**config.mk**
```make
export PLATFORM = sky130hd
export DESIGN_NAME = rpc_regulator_ctrl
export DESIGN_NICKNAME = d
export VERILOG_FILES = /design/src/rpc_pkg.sv /design/src/rpc_wake_pin.sv /design/src/rpc_axi_slave.sv /design/src/rpc_regulator_ctrl.sv
export SDC_FILE = /design/constraint.sdc
export NUM_CORES = 1
export LEC_CHECK = 0
export ABC_AREA = 1
export BUFFER_PORTS_ARGS = -buffer_cell sky130_fd_sc_hd__buf_2
export CELL_PAD_IN_SITES_DETAIL_PLACEMENT = 1
export CELL_PAD_IN_SITES_GLOBAL_PLACEMENT = 2
export CORE_MARGIN = 2
export CORE_UTILIZATION = 25
export CTS_CLUSTER_DIAMETER = 100
export DETAILED_ROUTE_END_ITERATION = 10
export GPL_TIMING_DRIVEN = 0
export PLACE_DENSITY = 0.89
export RECOVER_POWER = 100
export SETUP_SLACK_MARGIN = 0.05
export SLEW_MARGIN = 20
export SYNTH_ARGS = -nofsm -noshare
export SYNTH_HDL_FRONTEND = slang
export SYNTH_SLANG_ARGS = --single-unit
```
**constraint.sdc**
```tcl
create_clock -name REF_CLK -period 3.5 [get_ports REF_CLK]
set_clock_uncertainty 0.1 [all_clocks]
set_input_delay 0.175 -clock REF_CLK [delete_from_list [all_inputs] [get_ports REF_CLK]]
set_output_delay 0.175 -clock REF_CLK [all_outputs]
set_load 0.01 [all_outputs]
```
**src/rpc_pkg.sv**
```systemverilog
// package: register map, field positions and reset values for the regulator control block
package rpc_pkg;
   localparam int         ADDR_W           = 16;
   // byte addresses of the two registers
   localparam logic [15:0] PMGT_OFFSET     = 16'h1930;
   localparam logic [15:0] REG_CTRL_OFFSET = 16'h7004;
   // power management register fields
   localparam int         CLKOUT_BIT       = 0;
   localparam int         REG_PD_BIT       = 1;
   localparam int         BANDGAP_PD_BIT   = 2;
   localparam int         WAKE_DIR_BIT     = 3;
   localparam int         WAKE_OUT_BIT     = 4;
   localparam logic [4:0] PMGT_RESET       = 5'h10;
   // regulator control register fields
   localparam int         USB_EN_BIT       = 0;
   localparam int         VSEL_BIT         = 1;
   localparam logic       VSEL_RESET       = 1'b0;
   // axi responses
   localparam logic [1:0] RESP_OKAY        = 2'h0;
   localparam logic [1:0] RESP_SLVERR      = 2'h2;
endpackage

```
**src/rpc_wake_pin.sv**
```systemverilog
// wake pin: open-drain output path and input wake qualifier
module rpc_wake_pin (
   input  wire logic direction,
   input  wire logic out_value,
   input  wire logic pin_in,
   output logic      pin_out,
   output logic      pin_oe,
   output logic      wake_request
);
   always_comb begin
      pin_out      = 1'b0;
      pin_oe       = direction & ~out_value;
      wake_request = ~direction & pin_in;
   end
endmodule

```
**src/rpc_axi_slave.sv**
```systemverilog
// axi4-lite slave front end: accepts one write and one read, gives strobes to the core
module rpc_axi_slave #(
   parameter int ADDR_W = rpc_pkg::ADDR_W
) (
   input  wire logic              clk,
   input  wire logic              rst,
   input  wire logic              ce,
   input  wire logic [ADDR_W-1:0] awaddr,
   input  wire logic              awvalid,
   output logic                   awready,
   input  wire logic [31:0]       wdata,
   input  wire logic [3:0]        wstrb,
   input  wire logic              wvalid,
   output logic                   wready,
   output logic [1:0]             bresp,
   output logic                   bvalid,
   input  wire logic              bready,
   input  wire logic [ADDR_W-1:0] araddr,
   input  wire logic              arvalid,
   output logic                   arready,
   output logic [31:0]            rdata,
   output logic [1:0]             rresp,
   output logic                   rvalid,
   input  wire logic              rready,
   output logic                   wr_strobe,
   output logic [ADDR_W-1:0]      wr_addr,
   output logic [31:0]            wr_data,
   output logic [3:0]             wr_strb,
   input  wire logic              wr_hit,
   output logic [ADDR_W-1:0]      rd_addr,
   input  wire logic [31:0]       rd_value,
   input  wire logic              rd_hit
);
   logic              aw_have_reg, aw_have_next;
   logic              w_have_reg, w_have_next;
   logic [ADDR_W-1:0] aw_addr_reg, aw_addr_next;
   logic [31:0]       w_data_reg, w_data_next;
   logic [3:0]        w_strb_reg, w_strb_next;
   logic              bvalid_reg, bvalid_next;
   logic [1:0]        bresp_reg, bresp_next;
   logic              rvalid_reg, rvalid_next;
   logic [1:0]        rresp_reg, rresp_next;
   logic [31:0]       rdata_reg, rdata_next;

   always_comb begin
      awready      = ce & ~aw_have_reg & ~bvalid_reg;
      wready       = ce & ~w_have_reg & ~bvalid_reg;
      arready      = ce & ~rvalid_reg;
      aw_have_next = aw_have_reg;
      w_have_next  = w_have_reg;
      aw_addr_next = aw_addr_reg;
      w_data_next  = w_data_reg;
      w_strb_next  = w_strb_reg;
      bvalid_next  = bvalid_reg;
      bresp_next   = bresp_reg;
      rvalid_next  = rvalid_reg;
      rresp_next   = rresp_reg;
      rdata_next   = rdata_reg;
      wr_strobe    = 1'b0;
      if (awvalid && awready) begin
         aw_have_next = 1'b1;
         aw_addr_next = awaddr;
      end
      if (wvalid && wready) begin
         w_have_next = 1'b1;
         w_data_next = wdata;
         w_strb_next = wstrb;
      end
      if (ce && aw_have_reg && w_have_reg) begin
         wr_strobe    = 1'b1;
         aw_have_next = 1'b0;
         w_have_next  = 1'b0;
         bvalid_next  = 1'b1;
         bresp_next   = wr_hit ? rpc_pkg::RESP_OKAY : rpc_pkg::RESP_SLVERR;
      end
      if (ce && bvalid_reg && bready) begin
         bvalid_next = 1'b0;
      end
      if (arvalid && arready) begin
         rvalid_next = 1'b1;
         rdata_next  = rd_value;
         rresp_next  = rd_hit ? rpc_pkg::RESP_OKAY : rpc_pkg::RESP_SLVERR;
      end
      if (ce && rvalid_reg && rready) begin
         rvalid_next = 1'b0;
      end
   end

   always_ff @(posedge clk or posedge rst) begin
      if (rst) begin
         aw_have_reg <= 1'b0;
         w_have_reg  <= 1'b0;
         aw_addr_reg <= '0;
         w_data_reg  <= '0;
         w_strb_reg  <= '0;
         bvalid_reg  <= 1'b0;
         bresp_reg   <= rpc_pkg::RESP_OKAY;
         rvalid_reg  <= 1'b0;
         rresp_reg   <= rpc_pkg::RESP_OKAY;
         rdata_reg   <= '0;
      end else begin
         aw_have_reg <= aw_have_next;
         w_have_reg  <= w_have_next;
         aw_addr_reg <= aw_addr_next;
         w_data_reg  <= w_data_next;
         w_strb_reg  <= w_strb_next;
         bvalid_reg  <= bvalid_next;
         bresp_reg   <= bresp_next;
         rvalid_reg  <= rvalid_next;
         rresp_reg   <= rresp_next;
         rdata_reg   <= rdata_next;
      end
   end

   always_comb begin
      bvalid  = bvalid_reg;
      bresp   = bresp_reg;
      rvalid  = rvalid_reg;
      rresp   = rresp_reg;
      rdata   = rdata_reg;
      wr_addr = aw_addr_reg;
      wr_data = w_data_reg;
      wr_strb = w_strb_reg;
      rd_addr = araddr;
   end
endmodule

```
**src/rpc_regulator_ctrl.sv**
```systemverilog
// top: regulator power-down, strap and wake control with axi4-lite registers
// Behaviour
// - either power-down bit disables all three regulators
// - bandgap bit also stops reset circuit, bandgap
// - regulator bit stops regulators, reset circuit; bandgap on
// - wake pin high or alarm re-enables
// - analog regulator on unless powered down
// - core regulator off while disable strap high
// - disabled core/usb regulator output floats
// - voltage select writable, reset gives 1.3 V
// - strap high at reset: usb off, software controls
// - strap low at reset: usb forced on
// - wake out value 0 drives pin low
// - wake direction: 0 input, 1 open-drain output
// - pin wakeup only when direction is input
// - clock output follows enable bit
// - power register bits 15:5 read zero
// - voltage select 0 is 1.3 V, 1 is 1.05 V
// - usb enable bit switches usb output
module rpc_regulator_ctrl #(
   parameter int ADDR_W = rpc_pkg::ADDR_W
) (
   input  wire logic              REF_CLK,
   input  wire logic              RST,
   input  wire logic              CE,
   input  wire logic [ADDR_W-1:0] AWADDR,
   input  wire logic              AWVALID,
   output logic                   AWREADY,
   input  wire logic [31:0]       WDATA,
   input  wire logic [3:0]        WSTRB,
   input  wire logic              WVALID,
   output logic                   WREADY,
   output logic [1:0]             BRESP,
   output logic                   BVALID,
   input  wire logic              BREADY,
   input  wire logic [ADDR_W-1:0] ARADDR,
   input  wire logic              ARVALID,
   output logic                   ARREADY,
   output logic [31:0]            RDATA,
   output logic [1:0]             RRESP,
   output logic                   RVALID,
   input  wire logic              RREADY,
   input  wire logic              CORE_REGULATOR_DISABLE_STRAP,
   input  wire logic              CLOCK_SOURCE_STRAP,
   input  wire logic              RTC_ALARM,
   input  wire logic              RTC_CLOCK,
   input  wire logic              WAKE_PIN_IN,
   output logic                   WAKE_PIN_OUT,
   output logic                   WAKE_PIN_OE,
   output logic                   ANALOG_REGULATOR_ON,
   output logic                   CORE_REGULATOR_ON,
   output logic                   CORE_REGULATOR_OUTPUT_PIN_OE,
   output logic                   CORE_REGULATOR_VOLTAGE_SELECT,
   output logic                   USB_REGULATOR_ON,
   output logic                   USB_REGULATOR_OUTPUT_PIN_OE,
   output logic                   ANALOG_POR_ON,
   output logic                   BANDGAP_ON,
   output logic                   RTC_CLOCK_OUT
);
   logic [4:0]        pmgt_reg, pmgt_next;
   logic              vsel_reg, vsel_next;
   logic              usb_en_reg, usb_en_next;
   logic              usb_lock_reg, usb_lock_next;
   logic              strap_taken_reg, strap_taken_next;
   logic              wr_strobe;
   logic [ADDR_W-1:0] wr_addr;
   logic [31:0]       wr_data;
   logic [3:0]        wr_strb;
   logic              wr_hit;
   logic [ADDR_W-1:0] rd_addr;
   logic [31:0]       rd_value;
   logic              rd_hit;
   logic              pin_wake;
   logic              wake_event;
   logic              powered_down;
   logic              wr_pmgt;
   logic              wr_ldo;

   rpc_axi_slave #(
      .ADDR_W (ADDR_W)
   ) u_bus (
      .clk       (REF_CLK),
      .rst       (RST),
      .ce        (CE),
      .awaddr    (AWADDR),
      .awvalid   (AWVALID),
      .awready   (AWREADY),
      .wdata     (WDATA),
      .wstrb     (WSTRB),
      .wvalid    (WVALID),
      .wready    (WREADY),
      .bresp     (BRESP),
      .bvalid    (BVALID),
      .bready    (BREADY),
      .araddr    (ARADDR),
      .arvalid   (ARVALID),
      .arready   (ARREADY),
      .rdata     (RDATA),
      .rresp     (RRESP),
      .rvalid    (RVALID),
      .rready    (RREADY),
      .wr_strobe (wr_strobe),
      .wr_addr   (wr_addr),
      .wr_data   (wr_data),
      .wr_strb   (wr_strb),
      .wr_hit    (wr_hit),
      .rd_addr   (rd_addr),
      .rd_value  (rd_value),
      .rd_hit    (rd_hit)
   );

   rpc_wake_pin u_wake (
      .direction    (pmgt_reg[rpc_pkg::WAKE_DIR_BIT]),
      .out_value    (pmgt_reg[rpc_pkg::WAKE_OUT_BIT]),
      .pin_in       (WAKE_PIN_IN),
      .pin_out      (WAKE_PIN_OUT),
      .pin_oe       (WAKE_PIN_OE),
      .wake_request (pin_wake)
   );

   // address decode
   always_comb begin
      wr_hit   = (wr_addr == rpc_pkg::PMGT_OFFSET) || (wr_addr == rpc_pkg::REG_CTRL_OFFSET);
      wr_pmgt  = wr_strobe && (wr_addr == rpc_pkg::PMGT_OFFSET) && wr_strb[0];
      wr_ldo   = wr_strobe && (wr_addr == rpc_pkg::REG_CTRL_OFFSET) && wr_strb[0];
      rd_hit   = 1'b1;
      rd_value = '0;
      if (rd_addr == rpc_pkg::PMGT_OFFSET) begin
         rd_value[4:0] = pmgt_reg;
      end else if (rd_addr == rpc_pkg::REG_CTRL_OFFSET) begin
         rd_value[rpc_pkg::USB_EN_BIT] = usb_en_reg;
         rd_value[rpc_pkg::VSEL_BIT]   = vsel_reg;
      end else begin
         rd_hit = 1'b0;
      end
   end

   // power-down and wake state
   always_comb begin
      powered_down     = pmgt_reg[rpc_pkg::BANDGAP_PD_BIT] | pmgt_reg[rpc_pkg::REG_PD_BIT];
      wake_event       = pin_wake | RTC_ALARM;
      pmgt_next        = pmgt_reg;
      vsel_next        = vsel_reg;
      usb_en_next      = usb_en_reg;
      usb_lock_next    = usb_lock_reg;
      strap_taken_next = 1'b1;
      if (!strap_taken_reg) begin
         usb_lock_next = ~CLOCK_SOURCE_STRAP;
         usb_en_next   = ~CLOCK_SOURCE_STRAP;
      end
      if (wr_pmgt) begin
         pmgt_next = wr_data[4:0];
      end
      if (wr_ldo) begin
         vsel_next   = wr_data[rpc_pkg::VSEL_BIT];
         usb_en_next = wr_data[rpc_pkg::USB_EN_BIT] | usb_lock_reg;
      end
      if (powered_down && wake_event) begin
         pmgt_next[rpc_pkg::BANDGAP_PD_BIT] = 1'b0;
         pmgt_next[rpc_pkg::REG_PD_BIT]     = 1'b0;
      end
   end

   always_ff @(posedge REF_CLK or posedge RST) begin
      if (RST) begin
         pmgt_reg        <= rpc_pkg::PMGT_RESET;
         vsel_reg        <= rpc_pkg::VSEL_RESET;
         usb_en_reg      <= 1'b0;
         usb_lock_reg    <= 1'b0;
         strap_taken_reg <= 1'b0;
      end else if (CE) begin
         pmgt_reg        <= pmgt_next;
         vsel_reg        <= vsel_next;
         usb_en_reg      <= usb_en_next;
         usb_lock_reg    <= usb_lock_next;
         strap_taken_reg <= strap_taken_next;
      end
   end

   // regulator, reference and clock outputs
   always_comb begin
      ANALOG_REGULATOR_ON           = ~powered_down;
      CORE_REGULATOR_ON             = ~powered_down & ~CORE_REGULATOR_DISABLE_STRAP;
      CORE_REGULATOR_OUTPUT_PIN_OE  = CORE_REGULATOR_ON;
      CORE_REGULATOR_VOLTAGE_SELECT = vsel_reg;
      USB_REGULATOR_ON              = ~powered_down & usb_en_reg;
      USB_REGULATOR_OUTPUT_PIN_OE   = USB_REGULATOR_ON;
      ANALOG_POR_ON                 = ~powered_down;
      BANDGAP_ON                    = ~pmgt_reg[rpc_pkg::BANDGAP_PD_BIT];
      RTC_CLOCK_OUT                 = RTC_CLOCK & pmgt_reg[rpc_pkg::CLKOUT_BIT];
   end
endmodule

```
==> impl_metrics.csv <==
group,metric,value,unit
worst_hold_path,hold_path_end,"u_bus.wr_addr[14]$_DFFE_PP0P_",
detailed_routing,firstDrtPassIters,4,
logic_synthesis,netlist_area,2270,um2
cts,cts_buffer_depth,2,
floorplanning,core_area,8760,um2
timing,max_freq,0.518,GHz
detailed_routing,wl_met1,2370,um
worst_hold_path,hold_path_class,"input pin to flip-flop",
cells_and_area,diodes,0,
timing,max_slew_margin,48.7,%
power_and_ir_drop,p_per_area,490,nW/um2
timing,setup-tns-final,0,ns
critical_path,worstPathCellList,"nor3_1 -> nand2_4 -> clkbuf_1 -> mux2_1",
cells_and_area,finalNetCount,453,
cells_and_area,largest_reg_flops,16,
timing,worstMarginPinSlew,0.768,ns
placed_design,io_buffers,72,
global_route,antenna_found_initial,0,
power_and_ir_drop,pwr-share-clk,20.1,%
critical_path,path_max_fanout,10,
worst_hold_path,hp-start,"AWADDR[14]",
power_and_ir_drop,combinationalPowerShare,27.8,%
global_route,grt_pass1_vias,2043,
timing,slew_viol_final,0,
logic_synthesis,async_reset_ff_share,100,%
critical_path,crit_family,"simple AND/OR/NAND/NOR gates",
cells_and_area,final-seq-area,1050,um2
critical_path,worstSetupStartpointType,"flip-flop",
logic_synthesis,synth_top_area_share,45.2,%
critical_path,reg2reg_depth,4,
critical_path,r2r_start,"u_bus.bvalid$_DFFE_PP0P_",
power_and_ir_drop,p_int,974,uW
floorplanning,die_h,99.3,um
floorplanning,die_x,99.3,um
cells_and_area,syn2layout_area_growth,28.2,%
power_and_ir_drop,leakage,1.57,nW
cts,numCtsBuffers,5,
cells_and_area,layout-drive-gt1-share,28.2,%
cells_and_area,multi_input_area,923,um2
floorplanning,fp-row-count,34,
floorplanning,pin_count,133,
power_and_ir_drop,peakVddDrop,0.293,mV
detailed_routing,maxUsedRoutingLayer,"met4",
cts,htreeDepth,2,
critical_path,crit_arrival,2.00,ns
timing,hold_viol_final,0,
detailed_routing,wl_per_cell,11.6,um
detailed_routing,antenna_left,0,
cts,cts.repair.resized,0,
detailed_routing,wl_met2,2570,um
logic_synthesis,synth_top_area_cell,"dfrtp_1",
power_and_ir_drop,switching_power,453,uW
detailed_routing,vias,1956,
timing,setup_viol,0,
timing,rsz0062_at_grt,"false",
worst_hold_path,holdPathStages,2,
global_route,grt_max_degree,26,
cells_and_area,design_area,2910,um2
critical_path,r2r_end,"u_bus.wr_addr[1]$_DFFE_PP0P_",
critical_path,cp_slowest_cell,"nor3_1",
placed_design,place_congestion,0.791,
logic_synthesis,synth_edf_count,0,
logic_synthesis,synth.most_common_cell,"nand2_1",
detailed_routing,postRouteWirelength,5560,um
cts,cts.sinks,42,
detailed_routing,drt_iter0_markers,48,
job,maxCapViolations,0,
critical_path,end_kind,"flip-flop",
critical_path,cpPeakStageDelay,0.44,ns
cts,clkTransAtPathRegs,0.07,ns
logic_synthesis,synth.area.top_cells,"dfrtp_1 (45%), buf_4 (11%), nand2_1 (9.1%)",
critical_path,required,3.57,ns
cells_and_area,fillers,1110,
status,status,"finished, final reports clean",
power_and_ir_drop,seq_power_share,52.1,%
timing,min_period,1.93,ns
placed_design,placed_cell_area,2900,um2
cts,cts_tree,"done",
logic_synthesis,synth_cells,261,
timing,hold_ws,0.00283,ns
critical_path,worstSetupPathType,"flip-flop to flip-flop",
detailed_routing,via_per_inst,4.08,
logic_synthesis,synth-seq-cells,42,
logic_synthesis,syn_avg_cell_area,8.71,um2
logic_synthesis,ys_seq_area_share,46.3,%
global_route,grt_usage,11.5,%
cts,clock-root-buffer,"clkbuf_8",
global_route,gr-total-overflow,0,
critical_path,path_buf_inv,1,
timing,finalCritPeriodShare,55.2,%
floorplanning,start_util,25.9,%
logic_synthesis,synth_top_flop_cell,"dfrtp_1",
critical_path,regToRegSetupSlack,1.57,ns
floorplanning,die_area,9870,um2
logic_synthesis,netlist_top_cells_count,"nand2_1 (55), dfrtp_1 (41), nor2_1 (39)",
global_route,grt_pass1_wl,9210,um
detailed_routing,drc_errors,0,
placed_design,place_hpwl,4660,um
logic_synthesis,yosysWarnings,0,
logic_synthesis,yosysUniqueCellTypes,22,
detailed_routing,wl_met3,561,um
power_and_ir_drop,switching_share,31.8,%
cts,worstSkewPairLatency,0.29,ns
## cells by family (layout without fill, tap and decap cells)
family | count (synthesis) | after routing | share of synthesized area [%]
other | 1 | 30 | 0.165
AND/OR/NAND/NOR | 126 | 126 | 24.5
flip-flops | 42 | 42 | 46.3
buffers and inverters | 61 | 143 | 15.9
multiplexers | 19 | 19 | 10.6
AO/OA/AOI/OAI | 12 | 12 | 2.64
## cells in the final DEF (no fill, tap or decap)
cell           count
o21ai_0            8
or2_2              1
nor2_1            39
dfrtp_1           41
nand2_1           56
nor4_1             2
buf_2             51
dlygate4sd3_1      2
nand4_1           10
buf_12             1
inv_1             26
inv_2              1
nor3_1             2
nand3b_1           1
clkbuf_8           5
mux2_1             7
a21oi_1            4
nand3_1           14
dfstp_1            1
conb_1            30
clkbuf_1          24
mux2_2            12
buf_4             33
nand2_4            1
## cell type report
| cell class | instances | area share [%] |
|---|---|---|
| timing repair buffer | 75 | 12.8 |
| buffer | 34 | 8.63 |
| sequential | 42 | 36.1 |
| tap | 108 | 4.64 |
| inverter | 27 | 3.48 |
| multi-input combinational | 187 | 31.7 |
| clock buffer | 7 | 2.62 |
## power groups by stage
stage               Sequential [mW]  Combinational [mW]  Clock, mW
global route                  0.769               0.455      0.329
detailed placement            0.764               0.455          0
CTS                           0.754               0.458      0.309
floorplan                     0.737               0.330          0
global placement              0.753               0.433          0
finish                        0.744               0.396      0.288
## through the flow
step	total power [mW]	utilization, %	setup slack (ns)	std cells
final	1.43	33.3	1.57	480
after global routing	1.55	33.3	1.42	480
after CTS	1.52	34.2	1.71	480
after detailed placement	1.22	33.1	1.85	471
after global placement	1.19	32.8	1.69	470
after floorplan	1.07	-	1.97	290
## per-layer routing
| metal | track usage [%] | vias to the layer above |
|---|---|---|
| met5 | 0 | - |
| met4 | 3.27 | 0 |
| met3 | 4.01 | 9 |
| met2 | 19.8 | 76 |
| met1 | 13.5 | 881 |
| li1 | - | 990 |
## worst reg2reg max path, stage by stage (launching register included)
cell      delay (ns)
dfrtp_1         0.42
nor3_1          0.45
nand2_4         0.17
clkbuf_1        0.30
mux2_1          0.39
## worst max-delay path by stage
stage	start	to	cells after the start
6_report	u_bus.bvalid$_DFFE_PP0P_	u_bus.wr_addr[1]$_DFFE_PP0P_	4
5_1_grt	u_bus.bvalid$_DFFE_PP0P_	u_bus.wr_addr[10]$_DFFE_PP0P_	4
4_1_cts	pmgt_reg[2]$_DFFE_PP0P_	USB_REGULATOR_OUTPUT_PIN_OE	5
3_5_place_dp	u_bus.wr_addr[9]$_DFFE_PP0P_	pmgt_reg[3]$_DFFE_PP0P_	6
3_3_place_gp	RST	u_bus.wr_addr[15]$_DFFE_PP0P_	2
2_1_floorplan	u_bus.bvalid$_DFFE_PP0P_	u_bus.wr_addr[0]$_DFFE_PP0P_	4
## timing repair
action,CTS,global route
hold buffers,2,0
buffers inserted,0,0
endpoints found under the hold margin,18,0
Power figures use the tool's default switching activity.
